--- config.mk ---
export PLATFORM = sky130hd
export DESIGN_NAME = sesr_event_latch
export DESIGN_NICKNAME = d
export VERILOG_FILES = /design/src/logic/sesr_dec_fmt.v /design/src/logic/sesr_event_latch.v
export VERILOG_INCLUDE_DIRS = /design/src /design/src/shared
export SDC_FILE = /design/constraint.sdc
export NUM_CORES = 1
export LEC_CHECK = 0
export BUFFER_PORTS_ARGS = -buffer_cell sky130_fd_sc_hd__buf_2
export CORE_UTILIZATION = 52
export CTS_CLUSTER_DIAMETER = 50
export CTS_CLUSTER_SIZE = 10
export DETAILED_ROUTE_END_ITERATION = 10
export PLACE_DENSITY = 0.77
export RECOVER_POWER = 50
export SLEW_MARGIN = 5
export SYNTH_ARGS = -nofsm -noshare
export SYNTH_HDL_FRONTEND = slang
export SYNTH_SLANG_ARGS = --single-unit
--- constraint.sdc ---
create_clock -name sys_clk_i -period 4.8 [get_ports sys_clk_i]
set_input_delay 0.48 -clock sys_clk_i [delete_from_list [all_inputs] [get_ports sys_clk_i]]
set_output_delay 0.48 -clock sys_clk_i [all_outputs]
set_load 0.01 [all_outputs]
--- src/shared/sesr_regs.vh ---
// Purpose: constants for the standard event status block
// Assumes: included by bare name from logic files
// Notes:   bit positions within the 16-bit event latch
`ifndef SESR_REGS_VH
`define SESR_REGS_VH
`define SESR_LATCH_WIDTH   16
`define SESR_EVENT_WIDTH   8
`define SESR_BIT_OPC       0
`define SESR_BIT_RQC       1
`define SESR_BIT_QYE       2
`define SESR_BIT_DDE       3
`define SESR_BIT_EXE       4
`define SESR_BIT_CME       5
`define SESR_BIT_URQ       6
`define SESR_BIT_PON       7
`define SESR_LATCH_RESET   16'h0080
`define SESR_EVENT_RESET   8'h80
`define SESR_ASCII_ZERO    8'h30
`define SESR_ASCII_LF      8'h0A
`endif

--- src/logic/sesr_dec_fmt.v ---
// Purpose: byte to three ASCII decimal digits
// Assumes: combinational, input 0..255
// Notes:   leading zeros are removed by the caller
`timescale 1ns/1ns
`default_nettype none
`include "sesr_regs.vh"
module sesr_dec_fmt (
  input  wire [7:0] value_i,
  output wire [7:0] hund_o,
  output wire [7:0] tens_o,
  output wire [7:0] ones_o,
  output wire [1:0] ndig_o
);
  wire [7:0] h;
  wire [7:0] rem1;
  wire [7:0] t;
  wire [7:0] o;
  assign h      = value_i / 8'h64;
  assign rem1   = value_i - h * 8'h64;
  assign t      = rem1 / 8'h0A;
  assign o      = rem1 - t * 8'h0A;
  assign hund_o = `SESR_ASCII_ZERO + h;
  assign tens_o = `SESR_ASCII_ZERO + t;
  assign ones_o = `SESR_ASCII_ZERO + o;
  assign ndig_o = (h != 8'h00) ? 2'h3 : ((t != 8'h00) ? 2'h2 : 2'h1);
endmodule // sesr_dec_fmt
`default_nettype wire

--- src/logic/sesr_event_latch.v ---
// Purpose: standard event status latch with query, clear and summary
// Assumes: event inputs are one-cycle pulses on sys_clk_i
// Notes:   query answer streams out as ASCII decimal then newline
`timescale 1ns/1ns
`default_nettype none
`include "sesr_regs.vh"
// Operation
// - Bits 8 to 15 of the latch always read as zero.
// - Bit 7 is set by power-up and stays until the latch is read or a clear command is given.
// - Bit 6 is never set.
// - Bit 5 is set on a command syntax, semantic or embedded trigger fault.
// - Bit 4 is set on an out-of-range parameter or inability to execute.
// - Bit 3 is set on an internal device-dependent failure.
// - Bit 2 is set on reading an empty queue or losing queued data.
// - Bit 1 is set when the device asks to become active controller.
// - Bit 0 is set only once an OPC request is armed and work is done.
// - A query returns the value as a decimal integer from 0 to 255.
// - A query clears every bit of the latch.
// - A clear command also clears every bit.
// - Summary bit goes high whenever an enabled event bit is set.
module sesr_event_latch (
  input  wire        sys_clk_i,
  input  wire        rst_b_i,
  input  wire        cmd_err_i,
  input  wire        exe_err_i,
  input  wire        dev_err_i,
  input  wire        qry_err_i,
  input  wire        req_ctl_i,
  input  wire        opc_cmd_i,
  input  wire        ops_idle_i,
  input  wire        cls_cmd_i,
  input  wire        query_i,
  input  wire [7:0]  enable_mask_i,
  input  wire        byte_ready_i,
  output reg  [15:0] event_status_latch_o,
  output reg         summary_o,
  output reg  [7:0]  resp_byte_o,
  output reg         resp_valid_o,
  output reg         busy_o
);
  localparam [1:0] ST_IDLE = 2'h0;
  localparam [1:0] ST_SEND = 2'h1;

  reg  [7:0] lat;
  reg  [7:0] next_lat;
  reg        opc_armed;
  reg  [1:0] state;
  reg  [1:0] idx;
  reg  [7:0] snap;
  wire [7:0] hund;
  wire [7:0] tens;
  wire [7:0] ones;
  wire [1:0] ndig;
  reg  [7:0] sel_byte;
  wire       take_q;
  wire       opc_done;
  wire       byte_go;

  // Query accepted only while idle; a query during send is ignored
  assign take_q   = query_i && (state == ST_IDLE);
  assign opc_done = opc_armed && ops_idle_i;
  assign byte_go  = resp_valid_o && byte_ready_i;

  sesr_dec_fmt u_fmt (
    .value_i (snap),
    .hund_o  (hund),
    .tens_o  (tens),
    .ones_o  (ones),
    .ndig_o  (ndig)
  );

  always @* begin
    next_lat = lat;
    if (take_q || cls_cmd_i) begin
      next_lat = 8'h00;
    end
    // Sets applied after the clear so a same-cycle event is kept
    if (cmd_err_i) next_lat[`SESR_BIT_CME] = 1'b1;
    if (exe_err_i) next_lat[`SESR_BIT_EXE] = 1'b1;
    if (dev_err_i) next_lat[`SESR_BIT_DDE] = 1'b1;
    if (qry_err_i) next_lat[`SESR_BIT_QYE] = 1'b1;
    if (req_ctl_i) next_lat[`SESR_BIT_RQC] = 1'b1;
    if (opc_done) next_lat[`SESR_BIT_OPC] = 1'b1;
    next_lat[`SESR_BIT_URQ] = 1'b0;
  end

  always @* begin
    case (idx)
      2'h0:    sel_byte = (ndig == 2'h3) ? hund :
                          ((ndig == 2'h2) ? tens : ones);
      2'h1:    sel_byte = (ndig == 2'h3) ? tens :
                          ((ndig == 2'h2) ? ones : `SESR_ASCII_LF);
      2'h2:    sel_byte = (ndig == 2'h3) ? ones : `SESR_ASCII_LF;
      default: sel_byte = `SESR_ASCII_LF;
    endcase
  end

  always @(posedge sys_clk_i or negedge rst_b_i) begin
    if (!rst_b_i) begin
      // Power-on state reports the power cycle
      lat                  <= `SESR_EVENT_RESET;
      opc_armed            <= 1'b0;
      state                <= ST_IDLE;
      idx                  <= 2'h0;
      snap                 <= 8'h00;
      event_status_latch_o <= `SESR_LATCH_RESET;
      summary_o            <= 1'b0;
      resp_byte_o          <= 8'h00;
      resp_valid_o         <= 1'b0;
      busy_o               <= 1'b0;
    end else begin
      lat                  <= next_lat;
      event_status_latch_o <= {8'h00, next_lat};
      summary_o            <= |(next_lat & enable_mask_i);
      if (cls_cmd_i || opc_done) begin
        opc_armed <= 1'b0;
      end
      if (opc_cmd_i) begin
        opc_armed <= 1'b1;
      end
      case (state)
        ST_IDLE: begin
          if (take_q) begin
            snap   <= lat;
            idx    <= 2'h0;
            state  <= ST_SEND;
            busy_o <= 1'b1;
          end
        end
        ST_SEND: begin
          // Snapshot settles one cycle before first byte
          if (!resp_valid_o) begin
            resp_byte_o  <= sel_byte;
            resp_valid_o <= 1'b1;
          end else if (byte_go) begin
            if (resp_byte_o == `SESR_ASCII_LF) begin
              resp_valid_o <= 1'b0;
              state        <= ST_IDLE;
              busy_o       <= 1'b0;
            end else begin
              idx          <= idx + 2'h1;
              resp_valid_o <= 1'b0;
            end
          end
        end
        default: state <= ST_IDLE;
      endcase
    end
  end
endmodule // sesr_event_latch
`default_nettype wire

==> metrics.cfg, run 1 <==
[grt]
grt_pass1_vias = 2873
grt_use_total = 0.273
grt_pass1_wl_um = 13000
grt_antenna_before_repair = 0
grt_max_degree = 29
grt.overflow.total = 0

[drt]
wl_per_cell_um = 16.7
drtIter0Drc = 163
ant_nets = 0
num_vias = 2964
wl_met1_um = 3450
wl_met2_um = 3990
totalWireLength_um = 8210
viasPerCell = 6.02
wl_met3_um = 529
drt-pass1-iter-count = 5
dr.max_layer_used = met4
route.detailed.drc = 0

[placed_design]
dp_hpwl_um = 5610
place_area_um2 = 3420
place_congestion = 0.906
numPortBuffers = 36
place_inst = 475

[synthesis]
synth_cell_types = 70
yosysTopAreaCellShare = 0.235
syn_area_um2 = 2870
async_reset_ff_frac = 1.00
netlist_top_cells_area = dfrtp_1 (24%), ha_1 (10%), a21oi_1 (4.9%)
syn_inst = 342
synth_top_area_cell = dfrtp_1
synthMostInstantiatedCell = nand2_1
ys_seq_area_frac = 0.245
yosysWarnings = 0
synth_ff_type = dfrtp_1
synth-seq-cells = 28
synth_edf_count = 0
syn_area_per_cell_um2 = 8.39
ys_top_cells_by_count = nand2_1 (30), a21oi_1 (28), inv_1 (28), o21ai_0 (28), dfrtp_1 (27)

[worst_setup_path]
crit_path_start_kind = flop
critPathMaxFanout = 4
arrival_ns = 5.04
crit_top_cell = ha_4
r2r_slack_ns = -0.03
critPathMaxStageDelay_ns = 0.57
cp.required_ns = 5.01
worstPathCellList = inv_2 -> ha_4 -> or3b_4 -> or3_4 -> and2_4 -> buf_6 -> xnor2_2 -> o22ai_2 -> nor4_2 -> inv_1 -> ha_4 -> ha_4 -> inv_2 -> fa_2 -> xor2_2 -> ha_4 -> xnor2_2 -> a21oi_1 -> o211ai_1 -> o22ai_1 -> a21oi_2
slowest_stage = fa_2
endpoint_kind = flop
worst-setup-path-type = flop to flop

[clock_tree]
hold_buffers = 0
cts_tree = yes
htreeDepth = 1
cts_buffers = 3
clock_latency_ns = 0.28
clk_pin_slew_ns = 0.09
cts-root-buf = clkbuf_8
clockBufferDepth = 2
clock-sinks = 28

[finish]
multiInputGateArea_um2 = 2280
final_cells = 492
fin_area_um2 = 3870
areaGrowthSynthToFinish_pct = 34.8
seq_area_um2 = 703
drive_gt1_frac = 0.386
nets = 469
antenna_cells = 0
fillerInstances = 385

[timing]
max_slew.worst_pin.slew_ns = 1.46
finalSetupViolCount = 1
period_needed_ns = 4.83
finalClockSkew_ns = 0.00399
relSlewSlack = 0.0247
maxSlewViolCount = 0
fmax_mhz = 207
rsz0062_at_grt = true
postLayoutSetupSlackWorst_ns = -0.0297
hold_viol = 0
min_period_over_period = 1.01

[floorplan]
dieWidth_um = 76.3
num_rows = 26
fp.dieArea_um2 = 5820
chipHeight_um = 76.3
ioPinCount = 47
initial_core_util = 0.551
core_area_um2 = 5200

[run]
drv_cap = 0

[min_path]
hp-class = input pin to flop

[run_status]
run_status = finished with violations
violations = negative setup slack

-- final cells by class --
type / instances / share of cell area
repair buffers: 90 / 0.160
multi-input cells: 271 / 0.589
well taps: 70 / 0.0226
clock buffers: 3 / 0.0107
inverters: 29 / 0.0288
flip-flops and latches: 28 / 0.182
clock inverters: 1 / 0.00776
-- state kept, by name, summed over array words and instances, names as in the netlist --
name                  cells
busy_o                    1
event_status_latch_o      7
idx                       2
opc_armed                 1
resp_byte_o               8
resp_valid_o              1
snap                      7
summary_o                 1
-- stage by stage --
stage	worst slack, ns	setup TNS [ns]	util	hold slack (ns)
2_1_floorplan	-0.181	-0.372	-	0.184
3_3_place_gp	0.0310	0	0.657	0.462
3_5_place_dp	-0.123	-0.335	0.657	0.484
4_1_cts	0.0146	0	0.710	0.217
5_1_grt	-0.114	-0.369	0.744	0.362
6_report	-0.0297	-0.0297	0.744	0.376
-- critical path, delay by kind of cell, from the launching register on --
| family | cells | cell delay [ns] |
|---|---|---|
| simple gates | 4 | 1.33 |
| buf+inv | 4 | 0.38 |
| fa+ha+maj | 5 | 1.36 |
| flops | 1 | 0.40 |
| compound gates | 5 | 0.79 |
| xor+xnor | 3 | 0.51 |
-- cells by family (layout without fill, tap and decap cells) --
family,after synthesis,count (layout),share of synthesized area
AOI/OAI and AO/OA,121,121,0.288
xor gates and xnor gates,18,18,0.0623
adders and majority gates,26,26,0.119
buffers and inverters,51,123,0.102
DFF,28,28,0.245
muxes,4,4,0.0153
other,1,9,0.00131
and+or+nand+nor,93,93,0.168
-- layer usage --
metal / up-vias / GRT usage
li1: 1380 / -
met1: 1408 / 0.355
met2: 154 / 0.465
met3: 22 / 0.0228
met4: 0 / 0.115
met5: - / 0
-- path summary, 6_finish.rpt --
kind,startpoint,endpoint,cells past startpoint
worst min register to register,opc_armed,opc_armed,1
max in group asynchronous,rst_b_i,snap[7],1
worst max register to register,snap[2],resp_byte_o[5],21
min in group asynchronous,rst_b_i,idx[1],1
worst min-delay path,opc_cmd_i,opc_armed,2
worst max-delay path,snap[2],resp_byte_o[5],21
-- repair_timing --
item	4_1_cts	5_1_grt
setup endpoints to repair	3	5
gates resized for setup	31	24
setup buffers	5	9
pin swaps	19	21
-- cells in the final DEF, fill, tap and decap left out, drive strengths merged, types with 3 or more instances in the layout --
| cell | synthesis | layout |
|---|---|---|
| a2111oi | 5 | 5 |
| a211oi | 3 | 3 |
| a21o | 11 | 11 |
| a21oi | 29 | 29 |
| a22oi | 4 | 4 |
| a31oi | 4 | 4 |
| buf | 18 | 84 |
| clkbuf | 4 | 9 |
| conb | 1 | 9 |
| dfrtp | 27 | 27 |
| ha | 24 | 24 |
| inv | 29 | 29 |
| mux2 | 3 | 3 |
| nand2 | 30 | 30 |
| nand2b | 4 | 4 |
| nand3 | 9 | 9 |
| nand4 | 3 | 3 |
| nor2 | 17 | 17 |
| nor2b | 4 | 4 |
| nor3 | 8 | 8 |
| nor4 | 3 | 3 |
| o211ai | 3 | 3 |
| o21a | 3 | 3 |
| o21ai | 32 | 32 |
| o21bai | 4 | 4 |
| o22ai | 4 | 4 |
| xnor2 | 12 | 12 |
| xor2 | 5 | 5 |
Power of run 1 is not shown: default switching activity piles up to over one toggle a cycle in this logic, so the estimate is an artifact.
==> run 2: changes to the inputs <==
--- a/config.mk
+++ b/config.mk
@@ -6,8 +6,9 @@
 export SDC_FILE = /design/constraint.sdc
 export NUM_CORES = 1
 export LEC_CHECK = 0
+export ABC_AREA = 1
 export BUFFER_PORTS_ARGS = -buffer_cell sky130_fd_sc_hd__buf_2
-export CORE_UTILIZATION = 52
+export CORE_UTILIZATION = 51
 export CTS_CLUSTER_DIAMETER = 50
 export CTS_CLUSTER_SIZE = 10
 export DETAILED_ROUTE_END_ITERATION = 10
==> run 2 against run 1 <==
The run now ends clean. Register-to-register slack improved by 0.28 ns. Setup slack improved by 0.28 ns. Critical path depth increased by 11. Sequential share of layout area increased by 4.2 points. Synthesized cell count increased by 5.8%.
==> metrics.cfg, run 2 <==
[worst_setup_path]
endpoint_kind = flop
cp.required_ns = 5.02
arrival_ns = 4.77
critPathMaxFanout = 7
timing.critical_path.buf_inv = 6
worstRegToRegCells = 32
crit_path_start_kind = flop
r2r_slack_ns = 0.25
critPathMaxStageDelay_ns = 0.44
r2r_start = snap[7]
crit_top_cell = nand2_1
r2r_end = resp_byte_o[7]
worst-setup-path-type = flop to flop
cp_top_family = simple AND/OR/NAND/NOR gates
slowest_stage = fa_2

[finish]
final_cell_mix = nand2_1 (96), inv_1 (53), nand3_1 (36)
antenna_cells = 0
top_regs = resp_byte_o (8), event_status_latch_o (7), snap (7)
fin_util = 0.660
areaGrowthSynthToFinish_pct = 23.6
nets = 461
largest_reg_flops = 8
fillerInstances = 422
final_common_cell = nand2_1
top_register = resp_byte_o
drive_gt1_frac = 0.263

[drt]
route.detailed.drc = 0
ant_nets = 0
drt-pass1-iter-count = 4
viasPerCell = 5.04
num_vias = 2423
drtIter0Drc = 88
totalWireLength_um = 5460
wl_per_cell_um = 11.3

[synthesis]
yosysWarnings = 0
synth.area.mux_share = 0
syn_inst = 362
synthXorXnorAreaFrac = 0.0276
synth_compound_area_frac = 0.112
synth_top_area_cell = dfrtp_1
synth_cell_types = 38
synth_edf_count = 0
ys_seq_area_frac = 0.276
synth_top_family_by_area = simple AND/OR/NAND/NOR gates
synth_fa_ha_area_frac = 0.134
syn_area_um2 = 2540
yosysTopAreaCellShare = 0.266
yosys.area_share.simple = 0.318
ys_top_cells_by_count = nand2_1 (103), inv_1 (58), nand3_1 (37)
synthMostInstantiatedCell = nand2_1
synth-seq-cells = 28
synth_ff_type = dfrtp_1
netlist_top_cells_area = dfrtp_1 (27%), nand2_1 (15%), ha_1 (12%)
async_reset_ff_frac = 1.00
syn_area_per_cell_um2 = 7.01

[clock_tree]
cts_tree = yes
clock-sinks = 28
clockBufferDepth = 2
cts_buffers = 3
clk_pin_slew_ns = 0.09
clock_latency_ns = 0.28
cts-root-buf = clkbuf_8
hold_buffers = 0
htreeDepth = 1

[min_path]
hp-class = input pin to flop
min_path_cells = 2
min_to = opc_armed
min_from = opc_cmd_i

[timing]
maxSlewViolCount = 0
finalClockSkew_ns = 0.00657
postLayoutSetupSlackWorst_ns = 0.254
hold_viol = 0
min_period_over_period = 0.947
fmax_mhz = 220
period_needed_ns = 4.55
relSlewSlack = 0.0427
max_slew.worst_pin.slew_ns = 1.44
finalSetupViolCount = 0

[floorplan]
fp.dieArea_um2 = 5260
core_area_um2 = 4750
chipHeight_um = 72.6
ioPinCount = 47
dieWidth_um = 72.6
num_rows = 25
initial_core_util = 0.534

[placed_design]
post-place-ws_ns = -0.0137
dp_hpwl_um = 4120
numPortBuffers = 36
place_congestion = 0.814

[grt]
grt_antenna_before_repair = 0
grt_pass1_wl_um = 9070
grt.overflow.total = 0
grt_max_degree = 29
grt_use_total = 0.217
grt_pass1_vias = 2177

[run_status]
run_status = completed

[run]
drv_cap = 0

==> run 2: cell types whose count changed after synthesis, moves of 14 or more <==
| cell | previous run | this run |
|---|---|---|
| a21oi_1 | 28 | 10 |
| inv_1 | 28 | 58 |
| nand2_1 | 30 | 103 |
| nand2_2 | 0 | 14 |
| nand3_1 | 9 | 37 |
| o21ai_0 | 28 | 13 |
==> run 2: final cells by class <==
class	count	area, um^2	share of cell area
flip-flops and latches	28	702	0.224
multi-input cells	265	1760	0.561
repair buffers	54	310	0.0989
inverters	63	236	0.0754
clock buffers	4	45.0	0.0144
well taps	67	83.8	0.0267
==> run 2: metal layers <==
| layer | track usage | vias to the layer above | part of all wire |
|---|---|---|---|
| li1 | - | 1257 | - |
| met1 | 0.279 | 1101 | 0.44 |
| met2 | 0.379 | 58 | 0.50 |
| met3 | 0.0208 | 7 | 0.040 |
| met4 | 0.0806 | 0 | 0.017 |
| met5 | 0 | - | 0 |
==> run 2: cell families after synthesis <==
kind of cell	Yosys count
simple gates	177
buf+inv	77
compound gates	45
flops	28
fa+ha+maj	26
xor+xnor	8
other cells	1
==> run 2: stage by stage <==
step | TNS, ns | hold slack [ns] | cell area, um^2 | instances
6_report | 0 | 0.384 | 3140 | 481
3_3_place_gp | 0 | 0.468 | 2780 | 465
3_5_place_dp | -0.0137 | 0.470 | 2780 | 465
4_1_cts | 0 | 0.214 | 2890 | 475
2_1_floorplan | 0 | 0.184 | 2570 | 370
5_1_grt | -0.0907 | 0.389 | 3140 | 481
==> run 2: worst max-delay path by stage <==
stage,to,slack (ns),cells past startpoint,startpoint
2_1_floorplan,resp_byte_o[6],0.002,35,snap[7]
3_3_place_gp,resp_byte_o[6],0.05,32,snap[7]
3_5_place_dp,resp_byte_o[6],-0.01,34,snap[7]
4_1_cts,resp_byte_o[6],0.008,36,snap[2]
5_1_grt,resp_byte_o[7],-0.05,34,snap[7]
6_report,resp_byte_o[7],0.25,32,snap[7]
==> run 2: repair_timing <==
action / in CTS / in global routing
setup endpoints to repair: 1 / 4
resized for setup: 5 / 40
buffers inserted: 6 / 6
pin swaps: 5 / 28
Power of run 2 is left out for the same reason.
==> run 3: changes to the inputs <==
==> constraint.sdc (replaced) <==
create_clock -name sys_clk_i -period 4 [get_ports sys_clk_i]
set_input_delay 0.4 -clock sys_clk_i [delete_from_list [all_inputs] [get_ports sys_clk_i]]
set_output_delay 0.4 -clock sys_clk_i [all_outputs]
set_load 0.01 [all_outputs]
==> run 3 against run 2 <==
Critical path depth unchanged. First-iteration DRC count up 64%. Count of clock-buffer cells in the layout down 1. Worst hold slack worse by 0.074 ns. Non-clock buffer count up 40. Maximum frequency down 1.6%. Critical path type unchanged. Critical endpoint unchanged. The run now ends with max-capacitance violations, negative setup slack left. Clock skew down 0.0054 ns.
==> metrics.cfg, run 3 (synthesis results as in run 2) <==
[run_status]
run_status = finished with violations
violations = max-capacitance violations, negative setup slack

[drt]
drt-pass1-iter-count = 4
wl_per_cell_um = 13.9
drtIter0Drc = 144
totalWireLength_um = 7240
viasPerCell = 5.21
route.detailed.drc = 0
ant_nets = 0
num_vias = 2717

[placed_design]
dp_hpwl_um = 4650
place_area_um2 = 3150
place_inst = 500
place_congestion = 0.942
post-place-ws_ns = -0.566
numPortBuffers = 36

[grt]
grt_use_total = 0.263
grt_max_degree = 29
grt_antenna_before_repair = 0
grt_pass1_vias = 2597
grt_pass1_wl_um = 11000
grt.overflow.total = 0

[timing]
finalClockSkew_ns = 0.00116
fin_setup_tns_ns = -2.11
hold_viol = 0
relSlewSlack = 0.00910
min_period_over_period = 1.15
postLayoutSetupSlackWorst_ns = -0.619
period_needed_ns = 4.62
maxSlewViolCount = 0
max_slew.worst_pin.slew_ns = 1.49
rsz0062_at_grt = true
fmax_mhz = 217
finalSetupViolCount = 5

[clock_tree]
cts-root-buf = clkbuf_8
clock_latency_ns = 0.28
clock-sinks = 28
htreeDepth = 1
clk_pin_slew_ns = 0.10
cts_tree = yes
hold_buffers = 0
clockBufferDepth = 2
cts_buffers = 3

[floorplan]
dieWidth_um = 72.6
ioPinCount = 47
chipHeight_um = 72.6
initial_core_util = 0.534
fp.dieArea_um2 = 5260
core_area_um2 = 4750
num_rows = 25

[worst_setup_path]
critPathMaxStageDelay_ns = 0.47
worst-setup-path-type = flop to flop
endpoint_kind = flop
cp.required_ns = 4.22
crit_top_cell = nand2_2
arrival_ns = 4.84
critPathMaxFanout = 5
crit_path_start_kind = flop
slowest_stage = dfrtp_2

[finish]
top_regs = resp_byte_o (8), event_status_latch_o (7), snap (7)
fillerInstances = 341
final_cells = 521
final_cell_mix = nand2_1 (89), buf_4 (56), inv_1 (48)
seq_area_um2 = 703
fin_area_um2 = 3590
nets = 501
antenna_cells = 0
final_common_cell = nand2_1
largest_reg_flops = 8
drive_gt1_frac = 0.383
top_register = resp_byte_o
multiInputGateArea_um2 = 1870
areaGrowthSynthToFinish_pct = 41.4

[min_path]
hp-class = input pin to flop

[run]
drv_cap = 1

==> run 3: timing repair <==
item,CTS,global route
gates resized for setup,27,30
setup buffers,15,3
setup endpoints to repair,5,6
hold endpoints to repair,0,0
pin swaps,33,33
==> run 3: per-layer routing <==
layer	vias up	track usage	wire length, um
met4	0	0.0915	247
li1	1332	-	-
met3	25	0.0208	230
met2	86	0.489	3770
met1	1274	0.317	2990
met5	-	0	0
==> run 3: critical path: cells and delay by family (launching register included) <==
kind / cells / cell delay, ns
compound gates: 3 / 0.31
flops: 1 / 0.47
simple gates: 18 / 1.84
fa+ha+maj: 5 / 1.24
buf+inv: 5 / 0.49
xor+xnor: 1 / 0.21
==> run 3: metrics by stage <==
step                hold slack [ns]   util
global placement              0.442  0.662
detailed placement            0.447  0.662
global route                  0.312  0.755
floorplan                     0.104      -
CTS                           0.139  0.724
finish                        0.309  0.755
==> run 3: final cells by class <==
| cell class | instances | share of cell area |
|---|---|---|
| Multi-Input combinational cell | 265 | 0.521 |
| Sequential cell | 28 | 0.196 |
| Timing Repair Buffer | 94 | 0.172 |
| Inverter | 63 | 0.0680 |
| Tap cell | 67 | 0.0234 |
| Clock buffer | 3 | 0.0115 |
| Clock inverter | 1 | 0.00837 |
==> run 3: worst paths after layout <==
| kind | from | slack, ns | endpoint | depth (start not counted) |
|---|---|---|---|---|
| max | snap[7] | -0.62 | resp_byte_o[7] | 32 |
| min | opc_cmd_i | 0.31 | opc_armed | 2 |
| max reg2reg | snap[7] | -0.62 | resp_byte_o[7] | 32 |
| min reg2reg | event_status_latch_o[7] | 0.50 | event_status_latch_o[7] | 2 |
| max in group asynchronous | rst_b_i | 2.57 | snap[7] | 1 |
| min in group asynchronous | rst_b_i | 0.46 | resp_byte_o[0] | 1 |
Power of run 3 is left out for the same reason.
